## config.mk

```make
export PLATFORM = sky130hd
export DESIGN_NAME = ccg_flags
export DESIGN_NICKNAME = d
export VERILOG_FILES = /design/src/core/ccg_pkg.sv /design/src/core/ccg_flags.sv
export VERILOG_INCLUDE_DIRS = /design/src /design/src/core
export SDC_FILE = /design/constraint.sdc
export NUM_CORES = 1
export LEC_CHECK = 0
export BUFFER_PORTS_ARGS = -buffer_cell sky130_fd_sc_hd__buf_4
export CAP_MARGIN = 10
export CORE_ASPECT_RATIO = 0.6
export CORE_MARGIN = 2
export CORE_UTILIZATION = 40
export DETAILED_ROUTE_END_ITERATION = 7
export PLACE_DENSITY = 0.86
export SETUP_SLACK_MARGIN = 0.4
export SYNTH_ARGS = -nofsm -noshare
export SYNTH_HDL_FRONTEND = slang
export SYNTH_SLANG_ARGS = --single-unit
```

## constraint.sdc

```tcl
create_clock -name i_mclk -period 4 [get_ports i_mclk]
set_clock_uncertainty 0.15 [all_clocks]
set_input_delay 0.8 -clock i_mclk [delete_from_list [all_inputs] [get_ports i_mclk]]
set_output_delay 0.8 -clock i_mclk [all_outputs]
set_load 0.02 [all_outputs]
```

## src/core/ccg_defs.svh

```systemverilog
/*
 * constants of the condition code generator: flag codes and widths.
 * assumes inclusion by bare name from the package and the design file.
 */
`ifndef CCG_DEFS_SVH
`define CCG_DEFS_SVH
`define CCG_WORD_W 16
`define CCG_OP_W 3
`define CCG_CC_ZERO 2'h0
`define CCG_CC_MINUS 2'h1
`define CCG_CC_PLUS 2'h2
`define CCG_WORD_ZERO 16'h0000
`define CCG_WORD_MINLIM 16'h8000
`endif

```

## src/core/ccg_pkg.sv

```systemverilog
/*
 * types of the condition code generator: flag-update operation classes and comparison relations.
 * assumes ccg_defs.svh is on the include path.
 */
`include "ccg_defs.svh"
package ccg_pkg;
   // operation class presented with i_op_valid
   typedef enum logic [2:0] {
      CCG_OP_NONE = 3'h0,
      CCG_OP_CMP = 3'h1,
      CCG_OP_ARITH = 3'h2,
      CCG_OP_LOGIC = 3'h3,
      CCG_OP_SHIFT = 3'h4,
      CCG_OP_NEG = 3'h5,
      CCG_OP_ADDK = 3'h6
   } ccg_op_t;
   // comparison relation tested
   typedef enum logic [2:0] {
      CCG_REL_EQ = 3'h0,
      CCG_REL_NE = 3'h1,
      CCG_REL_GT = 3'h2,
      CCG_REL_LT = 3'h3,
      CCG_REL_GE = 3'h4,
      CCG_REL_LE = 3'h5
   } ccg_rel_t;
endpackage : ccg_pkg

```

## src/core/ccg_flags.sv

```systemverilog
/*
 * condition code generator: holds the three flags and the logic result bit,
 * updates them on one operation per cycle and decodes the jump conditions.
 * assumes the datapath presents operands and results on i_mclk, same domain.
 */
// Contract
// RULE1 - compare sets codes equal/less/greater
// RULE2 - compare leaves overflow flag alone
// RULE3 - compare writes result bit from relation
// RULE4 - jump-if-result-set follows result bit
// RULE5 - in-range arithmetic codes sign, clears overflow
// RULE6 - arithmetic overflow codes inverted, sets overflow
// RULE7 - logic op codes zero or nonzero word
// RULE8 - logic op leaves overflow flag alone
// RULE9 - shift codes from last bit out
// RULE10 - shift leaves overflow flag alone
// RULE11 - negate sets all flags from result
// RULE12 - negating 8000 gives minus with overflow
// RULE13 - exactly three flags held
// RULE14 - accumulators are sixteen bits wide
// RULE15 - add constant changes no flag
// RULE16 - jump decode of the flag codes
`timescale 1ns/1ns
`include "ccg_defs.svh"
module ccg_flags
   import ccg_pkg::*;
#(
   parameter int WORD_W = `CCG_WORD_W // RULE14
) (
   input wire logic i_mclk, // processor clock, 50 MHz
   input wire logic i_srst, // synchronous reset, active high
   input wire logic i_op_valid, // one-cycle pulse: operation completes
   input wire ccg_op_t i_op, // operation class
   input wire ccg_rel_t i_rel, // relation tested by a comparison
   input wire logic [WORD_W-1:0] i_accum1, // first accumulator
   input wire logic [WORD_W-1:0] i_accum2, // second accumulator
   input wire logic [WORD_W:0] i_arith_sum, // arithmetic result, one guard bit
   input wire logic [WORD_W-1:0] i_result, // logic or negate result word
   input wire logic i_shift_out, // last bit shifted out
   output logic o_cond_code_low, // low condition code
   output logic o_cond_code_high, // high condition code
   output logic o_arith_range_flag, // overflow flag
   output logic o_logic_result_bit, // logic result bit
   output logic o_jump_if_result_set, // jump taken on result bit
   output logic o_jump_on_zero_code, // both codes zero
   output logic o_jump_on_nonzero_code, // any code set
   output logic o_jump_on_plus_code, // high 1, low 0
   output logic o_jump_on_minus_code, // high 0, low 1
   output logic o_jump_on_range_flag // overflow set
);

   // three flags only, codes as {high,low}
   logic [1:0] cc; // RULE13
   logic ov;
   logic logic_result_bit;

   // code of a signed 16-bit word: zero, minus or plus
   function automatic logic [1:0] sign_code(input logic [WORD_W-1:0] w);
      if (w == `CCG_WORD_ZERO)
         return `CCG_CC_ZERO;
      else if (w[WORD_W-1])
         return `CCG_CC_MINUS;
      else
         return `CCG_CC_PLUS;
   endfunction : sign_code

   // comparison of accum2 against accum1, signed
   wire logic cmp_eq = (i_accum2 == i_accum1);
   wire logic cmp_lt = ($signed(i_accum2) < $signed(i_accum1));
   wire logic [1:0] cmp_cc = cmp_eq ? `CCG_CC_ZERO :
                             (cmp_lt ? `CCG_CC_MINUS : `CCG_CC_PLUS); // RULE1
   logic rel_hit;
   always_comb begin
      unique case (i_rel)
         CCG_REL_EQ: rel_hit = cmp_eq;
         CCG_REL_NE: rel_hit = !cmp_eq;
         CCG_REL_GT: rel_hit = !cmp_eq && !cmp_lt;
         CCG_REL_LT: rel_hit = cmp_lt;
         CCG_REL_GE: rel_hit = !cmp_lt;
         CCG_REL_LE: rel_hit = cmp_lt || cmp_eq;
         default: rel_hit = 1'b0;
      endcase
   end

   // arithmetic: 17-bit signed sum; overflow when guard and sign differ
   wire logic ar_ovf = i_arith_sum[WORD_W] ^ i_arith_sum[WORD_W-1];
   wire logic ar_both_lim = ar_ovf && (i_arith_sum[WORD_W-1:0] == `CCG_WORD_ZERO);
   // low word zero under overflow only for -65536: both codes 0
   wire logic [1:0] ar_cc = !ar_ovf ? sign_code(i_arith_sum[WORD_W-1:0]) : // RULE5
                            ar_both_lim ? `CCG_CC_ZERO :                  // RULE6
                            (i_arith_sum[WORD_W] ? `CCG_CC_PLUS : `CCG_CC_MINUS); // RULE6

   // logic op: zero or nonzero only, never minus
   wire logic [1:0] lg_cc = (i_result == `CCG_WORD_ZERO) ? `CCG_CC_ZERO : `CCG_CC_PLUS; // RULE7
   wire logic [1:0] sh_cc = i_shift_out ? `CCG_CC_PLUS : `CCG_CC_ZERO; // RULE9
   // negate: 8000 negates to itself, the only overflow case
   wire logic ng_ov = (i_result == `CCG_WORD_MINLIM); // RULE12
   wire logic [1:0] ng_cc = sign_code(i_result); // RULE11

   // next flag values per operation class
   logic [1:0] next_cc;
   logic next_ov;
   logic next_rlo;
   always_comb begin
      next_cc = cc;
      next_ov = ov;
      next_rlo = logic_result_bit;
      if (i_op_valid) begin
         unique case (i_op)
            CCG_OP_CMP: begin
               next_cc = cmp_cc; // RULE1 RULE2
               next_rlo = rel_hit; // RULE3
            end
            CCG_OP_ARITH: begin
               next_cc = ar_cc;
               next_ov = ar_ovf; // RULE5 RULE6
            end
            CCG_OP_LOGIC: next_cc = lg_cc; // RULE8
            CCG_OP_SHIFT: next_cc = sh_cc; // RULE10
            CCG_OP_NEG: begin
               next_cc = ng_cc;
               next_ov = ng_ov; // RULE11 RULE12
            end
            CCG_OP_ADDK: next_cc = cc; // RULE15
            CCG_OP_NONE: next_cc = cc;
            default: next_cc = cc;
         endcase
      end
   end

   // flag register
   always_ff @(posedge i_mclk) begin
      if (i_srst) begin
         cc <= `CCG_CC_ZERO;
         ov <= 1'b0;
         logic_result_bit <= 1'b0;
      end else begin
         cc <= next_cc;
         ov <= next_ov;
         logic_result_bit <= next_rlo;
      end
   end

   // flag outputs and jump decode, all from the flag register
   assign o_cond_code_low = cc[0];
   assign o_cond_code_high = cc[1];
   assign o_arith_range_flag = ov;
   assign o_logic_result_bit = logic_result_bit;
   assign o_jump_if_result_set = logic_result_bit; // RULE4
   assign o_jump_on_zero_code = (cc == `CCG_CC_ZERO); // RULE16
   assign o_jump_on_nonzero_code = (cc != `CCG_CC_ZERO); // RULE16
   assign o_jump_on_plus_code = (cc == `CCG_CC_PLUS); // RULE16
   assign o_jump_on_minus_code = (cc == `CCG_CC_MINUS); // RULE16
   assign o_jump_on_range_flag = ov; // RULE16

   // compare outcome lands in the codes one edge later
   AST_CMP_CODES: assert property (@(posedge i_mclk) disable iff (i_srst) // RULE1
      (i_op_valid && i_op == CCG_OP_CMP) |=> (cc == $past(cmp_cc)))
      else $error("compare codes wrong");
   AST_CMP_KEEP_OV: assert property (@(posedge i_mclk) disable iff (i_srst) // RULE2
      (i_op_valid && i_op == CCG_OP_CMP) |=> $stable(ov))
      else $error("compare changed overflow");
   AST_CMP_RLO: assert property (@(posedge i_mclk) disable iff (i_srst) // RULE3
      (i_op_valid && i_op == CCG_OP_CMP && i_rel == CCG_REL_EQ && cmp_eq) |=> logic_result_bit)
      else $error("equal compare did not set result bit");
   AST_JC: assert property (@(posedge i_mclk) disable iff (i_srst) // RULE4
      (i_op_valid && i_op == CCG_OP_CMP) |=> (o_jump_if_result_set == $past(rel_hit)))
      else $error("result jump does not follow compare");
   AST_AR_OK: assert property (@(posedge i_mclk) disable iff (i_srst) // RULE5
      (i_op_valid && i_op == CCG_OP_ARITH && !ar_ovf && i_arith_sum[WORD_W])
      |=> (cc == `CCG_CC_MINUS && !ov))
      else $error("negative in-range sum codes wrong");
   AST_AR_OVF: assert property (@(posedge i_mclk) disable iff (i_srst) // RULE6
      (i_op_valid && i_op == CCG_OP_ARITH && ar_ovf && !i_arith_sum[WORD_W])
      |=> (cc == `CCG_CC_MINUS && ov))
      else $error("positive overflow codes wrong");
   AST_LOGIC: assert property (@(posedge i_mclk) disable iff (i_srst) // RULE8
      (i_op_valid && (i_op == CCG_OP_LOGIC || i_op == CCG_OP_SHIFT))
      |=> (ov == $past(ov) && cc[0] == 1'b0))
      else $error("logic or shift altered overflow or set low code");
   AST_NEG_MIN: assert property (@(posedge i_mclk) disable iff (i_srst) // RULE12
      (i_op_valid && i_op == CCG_OP_NEG && i_result == `CCG_WORD_MINLIM)
      |=> (cc == `CCG_CC_MINUS && ov))
      else $error("negating minimum gave wrong flags");
   AST_ADDK: assert property (@(posedge i_mclk) disable iff (i_srst) // RULE15
      (i_op_valid && i_op == CCG_OP_ADDK) |=> ($stable(cc) && $stable(ov) && $stable(logic_result_bit)))
      else $error("add constant changed flags");
   AST_JDEC: assert property (@(posedge i_mclk) disable iff (i_srst) // RULE16
      o_jump_on_zero_code != o_jump_on_nonzero_code)
      else $error("zero and nonzero jump agree");

   // remaining classes: checked from inputs, not from the decode wires above
   AST_AR_ZERO: assert property (@(posedge i_mclk) disable iff (i_srst) // RULE5
      (i_op_valid && i_op == CCG_OP_ARITH && i_arith_sum[WORD_W-1:0] == `CCG_WORD_ZERO
      && !i_arith_sum[WORD_W]) |=> (cc == `CCG_CC_ZERO && !ov))
      else $error("zero sum codes wrong");
   AST_AR_UNDER: assert property (@(posedge i_mclk) disable iff (i_srst) // RULE6
      (i_op_valid && i_op == CCG_OP_ARITH && i_arith_sum[WORD_W] && !i_arith_sum[WORD_W-1]
      && i_arith_sum[WORD_W-1:0] != `CCG_WORD_ZERO) |=> (cc == `CCG_CC_PLUS && ov))
      else $error("negative overflow codes wrong");
   AST_AR_LIM: assert property (@(posedge i_mclk) disable iff (i_srst) // RULE6
      (i_op_valid && i_op == CCG_OP_ARITH && i_arith_sum[WORD_W]
      && i_arith_sum[WORD_W-1:0] == `CCG_WORD_ZERO) |=> (cc == `CCG_CC_ZERO && ov))
      else $error("sum of both limits codes wrong");
   AST_LOGIC_CODE: assert property (@(posedge i_mclk) disable iff (i_srst) // RULE7
      (i_op_valid && i_op == CCG_OP_LOGIC) |=> (cc[1] == (|$past(i_result)) && !cc[0]))
      else $error("logic codes do not follow result word");
   AST_SHIFT_CODE: assert property (@(posedge i_mclk) disable iff (i_srst) // RULE9
      (i_op_valid && i_op == CCG_OP_SHIFT) |=> (cc[1] == $past(i_shift_out) && !cc[0]))
      else $error("shift codes do not follow last bit out");
   AST_SHIFT_KEEP_OV: assert property (@(posedge i_mclk) disable iff (i_srst) // RULE10
      (i_op_valid && i_op == CCG_OP_SHIFT) |=> $stable(ov))
      else $error("shift changed overflow");
   AST_NEG_ZERO: assert property (@(posedge i_mclk) disable iff (i_srst) // RULE11
      (i_op_valid && i_op == CCG_OP_NEG && i_result == `CCG_WORD_ZERO)
      |=> (cc == `CCG_CC_ZERO && !ov))
      else $error("negate of zero flags wrong");
   AST_NEG_SIGN: assert property (@(posedge i_mclk) disable iff (i_srst) // RULE11
      (i_op_valid && i_op == CCG_OP_NEG && i_result != `CCG_WORD_MINLIM
      && i_result != `CCG_WORD_ZERO) |=> (!ov && cc[0] == $past(i_result[WORD_W-1])
      && cc[1] == !$past(i_result[WORD_W-1])))
      else $error("negate sign codes wrong");
   AST_KEEP_RLO: assert property (@(posedge i_mclk) disable iff (i_srst) // RULE3
      (i_op_valid && i_op != CCG_OP_CMP) |=> $stable(logic_result_bit))
      else $error("non-compare changed result bit");

endmodule : ccg_flags

```

==> results of run 1 <==
-- path summary, 6_finish.rpt --
path	end	slack, ns
worst max register to register	cc[0]$_SDFFE_PP0P_	3.06
worst max-delay path	o_jump_if_result_set$_SDFFE_PP0P_	0.95
worst min register to register	o_arith_range_flag$_SDFFE_PP0P_	0.40
worst min-delay path	o_arith_range_flag$_SDFFE_PP0P_	0.40
-- worst max-delay path, stage by stage --
cell and delay [ns]:
sky130_fd_sc_hd__buf_4 0.11, sky130_fd_sc_hd__ha_1 0.46, sky130_fd_sc_hd__nand4_4 0.16, sky130_fd_sc_hd__nor4_1 0.40, sky130_fd_sc_hd__nand3_1 0.27, sky130_fd_sc_hd__xnor2_1 0.20
sky130_fd_sc_hd__a211oi_1 0.28, sky130_fd_sc_hd__o311ai_1 0.16, sky130_fd_sc_hd__a31oi_1 0.19
-- layer usage --
metal	part of all wire [%]	global-route usage (%)
met4	0.59	5.612
met3	6.6	5.769
met5	0	0
met1	41	25.80
met2	52	46.25
-- per-stage QoR --
| stage | total power (W) | cells | setup slack, ns |
|---|---|---|---|
| 6_report | 0.0002869 | 243 | 0.9481 |
| 3_5_place_dp | 0.0002035 | 240 | 0.8536 |
| 3_3_place_gp | 0.0001978 | 240 | 0.9186 |
| 5_1_grt | 0.0003069 | 243 | 0.7173 |
| 2_1_floorplan | 0.0001214 | 130 | 1.197 |
| 4_1_cts | 0.0002874 | 243 | 0.9792 |
-- placed cells by master, fill, tap and decap left out, types with 2 or more instances in the layout --
cell type                   netlist  final
sky130_fd_sc_hd__ha_1            16     16
sky130_fd_sc_hd__a211oi_1         4      4
sky130_fd_sc_hd__dfxtp_1          4      4
sky130_fd_sc_hd__o21a_1           3      3
sky130_fd_sc_hd__nor4_1           8      8
sky130_fd_sc_hd__nand4_1          4      4
sky130_fd_sc_hd__inv_1           23     23
sky130_fd_sc_hd__nor2_1           7      7
sky130_fd_sc_hd__o2111ai_1        3      3
sky130_fd_sc_hd__buf_4            2     84
sky130_fd_sc_hd__nor2b_1          2      2
sky130_fd_sc_hd__nand3_1          3      3
sky130_fd_sc_hd__mux2i_1          2      2
sky130_fd_sc_hd__clkbuf_8         0      3
sky130_fd_sc_hd__nand2_1         11     11
sky130_fd_sc_hd__a21oi_1          9      9
sky130_fd_sc_hd__o21ai_0          6      6
sky130_fd_sc_hd__xnor2_1          4      4
sky130_fd_sc_hd__or3_1            2      2
-- final cells by class --
| cell class | instances | area, µm² |
|---|---|---|
| well taps | 30 | 37.54 |
| clock buffers | 3 | 41.29 |
| fillers | 173 | 575.6 |
| multi-input cells | 99 | 728.2 |
| inverters | 23 | 86.33 |
| flip-flops and latches | 4 | 80.08 |
| repair buffers | 84 | 630.6 |
-- state kept, by name, summed over array words and instances, names as in the netlist --
register	cells
o_jump_if_result_set	1
cc	2
o_arith_range_flag	1
-- logic make-up after synthesis --
kind of cell	share of synthesized area, %
AO/OA/AOI/OAI	23.92
XOR/XNOR	3.783
adder cells (fa/ha/maj)	21.62
buffers and inverters	12.70
flip-flops	8.649
multiplexers	2.162
AND/OR/NAND/NOR	27.16
-- where the power goes --
part	switching (W)	leakage (nW)	internal, W
sequential	0.00000242	0.0327	0.0000426
combinational	0.0000715	0.790	0.0000887
clock	0.0000178	0.0216	0.0000639
total	0.0000917	0.845	0.000195
==> reports/qor_table.md, run 1 <==
| Parameter | Reported | Unit |
|:---|:---|:---|
| Highest Clock Rate | 327.7 | MHz |
| Layout cells sized above 1 | 43.19 | % |
| Remaining antenna violation count | 0 | - |
| Cell taking the most area after synthesis | sky130_fd_sc_hd__ha_1 | - |
| Final worst-path cycle share | 76.30 | % |
| Clock Sink Count | 4 | - |
| Largest cells by area after synthesis | sky130_fd_sc_hd__ha_1 (22%), sky130_fd_sc_hd__inv_1 (9.3%), sky130_fd_sc_hd__dfxtp_1 (8.6%) | - |
| Ant diodes | 0 | - |
| Number of gates resized after CTS | 0 | - |
| Most instantiated flip-flop cell in the synthesis netlist | sky130_fd_sc_hd__dfxtp_1 | - |
| Number of buffers inserted by port buffering | 84 | - |
| Grt ovf | 0 | - |
| Routability congestion estimate from global placement | 0.8180 | - |
| Number of buffers on the longest clock path | 2 | - |
| CTS buffer count | 3 | - |
| Maximum fanout along the worst path | 8 | - |
| TritonCTS clock tree | done | - |
| Number of storage elements in the synthesis netlist | 4 | - |
| CTS Root Cell | sky130_fd_sc_hd__clkbuf_8 | - |
| Pwr/cell area | 178.9 | nW/µm² |
| Post-route standard cell area excluding fillers | 1604 | µm² |
| Cell depth of the worst hold path | 2 | - |
| Cell depth of the worst flop-to-flop path | 2 | - |
| Net count after synthesis | 221 | - |
| Mean number of vias per cell | 5.218 | - |
| Iter 0 DRT Violations | 51 | - |
| Vias after detailed routing | 1268 | - |
| Final Util | 73.59 | % |
| Most common cell in the netlist | sky130_fd_sc_hd__inv_1 | - |
| Routed length per instance | 13.23 | µm |
| Maximum resistive drop on vdd | 0.09688 | mV |
| Final Max Slew Viols | 0 | - |
| Area of the die | 2728 | µm² |
| Min Tclk post-route | 3.052 | ns |
| Data arrival time of the critical path | 3.04 | ns |
| Total of hold buffers inserted after clock tree synthesis | 0 | - |
| Mean Syn Cell Area | 7.122 | µm² |
| Die boundary height | 41.27 | µm |
| First-pass GRT wire length | 4.692 | mm |
| Measured slew at the worst slew-check pin | 0.3598 | ns |
| Count of yosys warnings during synthesis | 0 | - |
| Portion of synthesized cell area occupied by the leading cell type | 21.62 | % |
| DRC errors left | 0 | - |
| Clock-pin transition on the worst setup and hold timing paths | 0.03 | ns |
| Number of global-route vias before repair | 1156 | - |
| Worst min-delay path class | register to register | - |
| EDFF count, synth | 0 | - |
| Startpoint of the worst hold path | o_arith_range_flag$_SDFFE_PP0P_ | - |
| Setup violations, final | 0 | - |
| Most frequent cells after synthesis | sky130_fd_sc_hd__inv_1 (23), sky130_fd_sc_hd__ha_1 (16), sky130_fd_sc_hd__nand2_1 (11), sky130_fd_sc_hd__a21oi_1 (9), sky130_fd_sc_hd__nor4_1 (8) | - |
| Area of the core region | 2180 | µm² |
| Worst hold-check slack | 0.4029 | ns |
| Post-place instance area | 1563 | µm² |
| H-tree levels | 1 | - |
| Slew Limit Headroom | 75.79 | % |
| Drt first pass iters | 4 | - |
| Pin count of the biggest net entering global routing | 9 | - |
| Number of antenna violations at the first check in global routing | 0 | - |
| Half-perimeter wire length after detailed placement | 2.835 | mm |
| Max-capacitance violation count | 0 | - |
| Critical path origin | i_accum2[15] | - |
| Critical Path End Type | register | - |
| Combined global-route utilization of all metal layers | 23.17 | % |
| Boundary Pins | 85 | - |
| Setup repair bufs after CTS | 0 | - |
| Setup repair after global routing missed its margin | no | - |
| Worst path required time | 3.98 | ns |
| Run status | finished, final reports clean | - |
| Total Neg Setup Slack | 0 | ns |
| Critical setup path kind | input pin to register | - |
| Cell Rows | 13 | - |
| Netlist area before placement | 925.9 | µm² |
| Final-report hold violation count | 0 | - |
| Leakage power | 0.8446 | nW |
| Number of nets in the layout | 306 | - |
| Distinct cell type count of the synthesized netlist | 35 | - |
| Sequential share of the synthesized area | 8.649 | % |
| Startpoint kind of the worst setup timing path | input pin | - |
| Cell count after synthesis | 130 | - |
| Insertion delay of the later-clocked pin in the worst-skew pair | 0.21 | ns |
| Reg-to-reg critical path startpoint | cc[0]$_SDFFE_PP0P_ | - |
| Effective utilization at floorplan | 42.48 | % |
| Share of async-settable or async-resettable flops after synthesis | 0 | % |
| Die width | 66.11 | µm |
| Synth-to-Final Area Change | 73.24 | % |
| Routed WL | 3.216 | mm |
Note: power is estimated with default switching activity, not from simulation.
==> run 2, diff against run 1 <==
--- a/config.mk
+++ b/config.mk
@@ -6,13 +6,14 @@
 export SDC_FILE = /design/constraint.sdc
 export NUM_CORES = 1
 export LEC_CHECK = 0
+export ABC_AREA = 1
 export BUFFER_PORTS_ARGS = -buffer_cell sky130_fd_sc_hd__buf_4
 export CAP_MARGIN = 10
 export CORE_ASPECT_RATIO = 0.6
 export CORE_MARGIN = 2
-export CORE_UTILIZATION = 40
+export CORE_UTILIZATION = 38
 export DETAILED_ROUTE_END_ITERATION = 7
-export PLACE_DENSITY = 0.86
+export PLACE_DENSITY = 0.81
 export SETUP_SLACK_MARGIN = 0.4
 export SYNTH_ARGS = -nofsm -noshare
 export SYNTH_HDL_FRONTEND = slang
==> constraint.sdc (replaced) <==
create_clock -name i_mclk -period 3.1 [get_ports i_mclk]
set_clock_uncertainty 0.15 [all_clocks]
set_input_delay 0.62 -clock i_mclk [delete_from_list [all_inputs] [get_ports i_mclk]]
set_output_delay 0.62 -clock i_mclk [all_outputs]
set_load 0.02 [all_outputs]
==> run 2 against run 1 <==
Non-clock buffer count stayed put. Synthesized cell count increased by 31%. Die area increased by 8.9%. Sequential power increased by 30%. Utilization is 5.8 points lower. Synthesized area increased by 4.2%. Worst setup slack worse by 0.035 ns. Global-route usage is 4.2 points lower. Wire length shrank 17%. Register-to-register slack worse by 0.87 ns. Critical path type unchanged. Largest cell class unchanged.
==> reports/qor_table.md, run 2 <==
| Parameter | Reported | Unit | Change |
|:---|:---|:---|:---|
| Number of filler cells placed in the layout | 226 | - | +31% |
| Pin count of the biggest net entering global routing | 6 | - | -3 |
| Final-report hold violation count | 0 | - | unchanged |
| Data arrival time of the critical path | 2.14 | ns | -0.90 ns |
| Number of buffers inserted by port buffering | 84 | - | unchanged |
| Clock-pin transition on the worst setup and hold timing paths | 0.03 | ns | about the same |
| Mean Syn Cell Area | 5.675 | µm² | -20% |
| Die width | 69.05 | µm | +4.4% |
| Layout cells sized above 1 | 37.25 | % | -5.9 points |
| Most common cell in the netlist | sky130_fd_sc_hd__inv_1 | - |  |
| DRC errors left | 0 | - | unchanged |
| Setup repair after global routing missed its margin | no | - |  |
| Total Neg Setup Slack | 0 | ns | unchanged |
| Number of nets in the layout | 348 | - | +14% |
| Cell count after synthesis | 170 | - | +31% |
| CTS Root Cell | sky130_fd_sc_hd__clkbuf_8 | - |  |
| Net count after synthesis | 261 | - | +18% |
| Highest Clock Rate | 457.2 | MHz |  |
| Sequential share of the synthesized area | 8.301 | % | -0.35 points |
| Final worst-path cycle share | 70.56 | % |  |
| TritonCTS clock tree | done | - |  |
| Largest register by flop count | cc | - |  |
| Vias after detailed routing | 1314 | - | +3.6% |
| Max FFs per register | 2 | - | unchanged |
| Clock Sink Count | 4 | - | unchanged |
| Count of yosys warnings during synthesis | 0 | - | unchanged |
| Startpoint kind of the worst setup timing path | input pin | - |  |
| Critical setup path kind | input pin to register | - |  |
| Netlist area before placement | 964.7 | µm² | +4.2% |
| Share of async-settable or async-resettable flops after synthesis | 0 | % | unchanged |
| Drt first pass iters | 4 | - | unchanged |
| Synth-to-Final Area Change | 72.24 | % |  |
| Number of buffers on the longest clock path | 2 | - | unchanged |
| Distinct cell type count of the synthesized netlist | 24 | - | -31% |
| Area of the die | 2971 | µm² | +8.9% |
| Iter 0 DRT Violations | 54 | - | +5.9% |
| Number of antenna violations at the first check in global routing | 0 | - | unchanged |
| Run status | finished, final reports clean | - |  |
| Most instantiated flip-flop cell in the synthesis netlist | sky130_fd_sc_hd__dfxtp_1 | - |  |
| Most used cells in the layout excluding fill and tap cells | sky130_fd_sc_hd__buf_4 (84), sky130_fd_sc_hd__inv_1 (40), sky130_fd_sc_hd__nand2_1 (38), sky130_fd_sc_hd__nor2_1 (17), sky130_fd_sc_hd__ha_1 (16) | - |  |
| Worst min-delay path class | register to register | - |  |
| Routed WL | 2.664 | mm | -17% |
| Min Tclk post-route | 2.187 | ns |  |
| First-pass GRT wire length | 4.740 | mm | +1.0% |
| H-tree levels | 1 | - | unchanged |
| CTS buffer count | 3 | - | unchanged |
| Setup repair bufs after CTS | 0 | - | unchanged |
| Cell Rows | 14 | - | +1 |
| Grt ovf | 0 | - | unchanged |
| Number of gates resized after CTS | 0 | - | unchanged |
| Half-perimeter wire length after detailed placement | 2.468 | mm | -13% |
| Insertion delay of the later-clocked pin in the worst-skew pair | 0.21 | ns | about the same |
| Maximum fanout along the worst path | 5 | - | -3 |
| Die boundary height | 43.03 | µm | +4.3% |
| Pwr/cell area | 223.6 | nW/µm² | +25% |
| Final Max Slew Viols | 0 | - | unchanged |
| Leakage power | 1.003 | nW | +19% |
| Effective utilization at floorplan | 39.34 | % | -3.1 points |
| Total Power | 0.0003716 | W | +30% |
| Remaining antenna violation count | 0 | - | unchanged |
| Cell taking the most area after synthesis | sky130_fd_sc_hd__ha_1 | - |  |
| Slew Limit Headroom | 79.61 | % | +3.8 points |
| Number of storage elements in the synthesis netlist | 4 | - | unchanged |
| Number of global-route vias before repair | 1185 | - | +2.5% |
| Critical Path End Type | register | - |  |
| Total of hold buffers inserted after clock tree synthesis | 0 | - | unchanged |
| Largest cells by area after synthesis | sky130_fd_sc_hd__ha_1 (21%), sky130_fd_sc_hd__inv_1 (16%), sky130_fd_sc_hd__nand2_1 (15%) | - |  |
| Max-capacitance violation count | 0 | - | unchanged |
| Measured slew at the worst slew-check pin | 0.3031 | ns | -0.05666 ns |
| Setup violations, final | 0 | - | unchanged |
| Most frequent cells after synthesis | sky130_fd_sc_hd__inv_1 (40), sky130_fd_sc_hd__nand2_1 (38), sky130_fd_sc_hd__nor2_1 (17), sky130_fd_sc_hd__ha_1 (16), sky130_fd_sc_hd__nand3_1 (11) | - |  |
| Routability congestion estimate from global placement | 0.8717 | - | +6.6% |
| Maximum resistive drop on vdd | 0.1170 | mV | +21% |
| Ant diodes | 0 | - | unchanged |
| Routed length per instance | 9.282 | µm | -30% |
| Portion of synthesized cell area occupied by the leading cell type | 20.75 | % | -0.87 points |
| Worst path required time | 3.06 | ns | -0.92 ns |
| Area of the core region | 2452 | µm² | +13% |
| EDFF count, synth | 0 | - | unchanged |
| Boundary Pins | 85 | - | unchanged |
| Most common cell after layout, fill and taps aside | sky130_fd_sc_hd__buf_4 | - |  |
| Mean number of vias per cell | 4.578 | - | -12% |
| Combined global-route utilization of all metal layers | 18.97 | % | -4.2 points |
run 2: report_power, final:
group	switching [W]	internal, W
combinational	0.0000924	0.000112
clock	0.0000259	0.0000827
sequential	0.00000346	0.0000553
run 2: layout make-up:
type,count,area [µm²],share of cell area [%]
clock buffers,3,41.29,2.485
well taps,32,40.04,2.410
flip-flops and latches,4,80.08,4.819
repair buffers,84,630.6,37.95
inverters,40,150.1,9.036
multi-input cells,124,719.4,43.30
run 2: cells by family (layout without fill, tap and decap cells):
family                     count (synthesis)  after routing  synth area share [%]
DFF                                        4              4                 8.301
and+or+nand+nor                           87             87                 40.60
adders and majority gates                 16             16                 20.75
buffers and inverters                     42            127                 17.12
AOI/OAI and AO/OA                         21             21                 13.23
run 2: through the flow:
stage	std cells	utilization, %	area [µm²]	hold slack, ns	setup WS (ns)
after floorplan	170	-	964.7	0.4092	0.9461
after CTS	287	67.76	1662	0.3596	0.9077
after detailed placement	284	66.07	1620	0.3547	0.6973
after global routing	287	67.76	1662	0.3948	0.6399
after global placement	284	66.07	1620	0.3355	0.7321
final	287	67.76	1662	0.3595	0.9127
run 2: worst max-delay path: stages:
cell,delay (ns)
sky130_fd_sc_hd__buf_4,0.11
sky130_fd_sc_hd__ha_1,0.34
sky130_fd_sc_hd__nand2_1,0.09
sky130_fd_sc_hd__nor2_1,0.16
sky130_fd_sc_hd__nand2_1,0.10
sky130_fd_sc_hd__nor2_2,0.10
sky130_fd_sc_hd__nand3_2,0.12
sky130_fd_sc_hd__o211ai_1,0.18
sky130_fd_sc_hd__nand2_1,0.07
sky130_fd_sc_hd__nor2_1,0.08
sky130_fd_sc_hd__nand2_1,0.06
sky130_fd_sc_hd__nand2_1,0.08
sky130_fd_sc_hd__a21oi_2,0.05
run 2: metal layers:
layer,up-vias,track usage [%],part of all wire [%]
li1,719,-,-
met1,545,28.90,51
met2,50,28.27,42
met3,0,1.900,6.3
met4,0,4.706,0
met5,-,0,0
run 2: worst paths after layout:
path,from,end,slack (ns),cells past startpoint
max reg2reg,cc[1]$_SDFFE_PP0P_,cc[1]$_SDFFE_PP0P_,2.19,3
min reg2reg,o_jump_if_result_set$_SDFFE_PP0P_,o_jump_if_result_set$_SDFFE_PP0P_,0.36,2
min,o_jump_if_result_set$_SDFFE_PP0P_,o_jump_if_result_set$_SDFFE_PP0P_,0.36,2
max,i_accum2[15],o_jump_if_result_set$_SDFFE_PP0P_,0.91,13
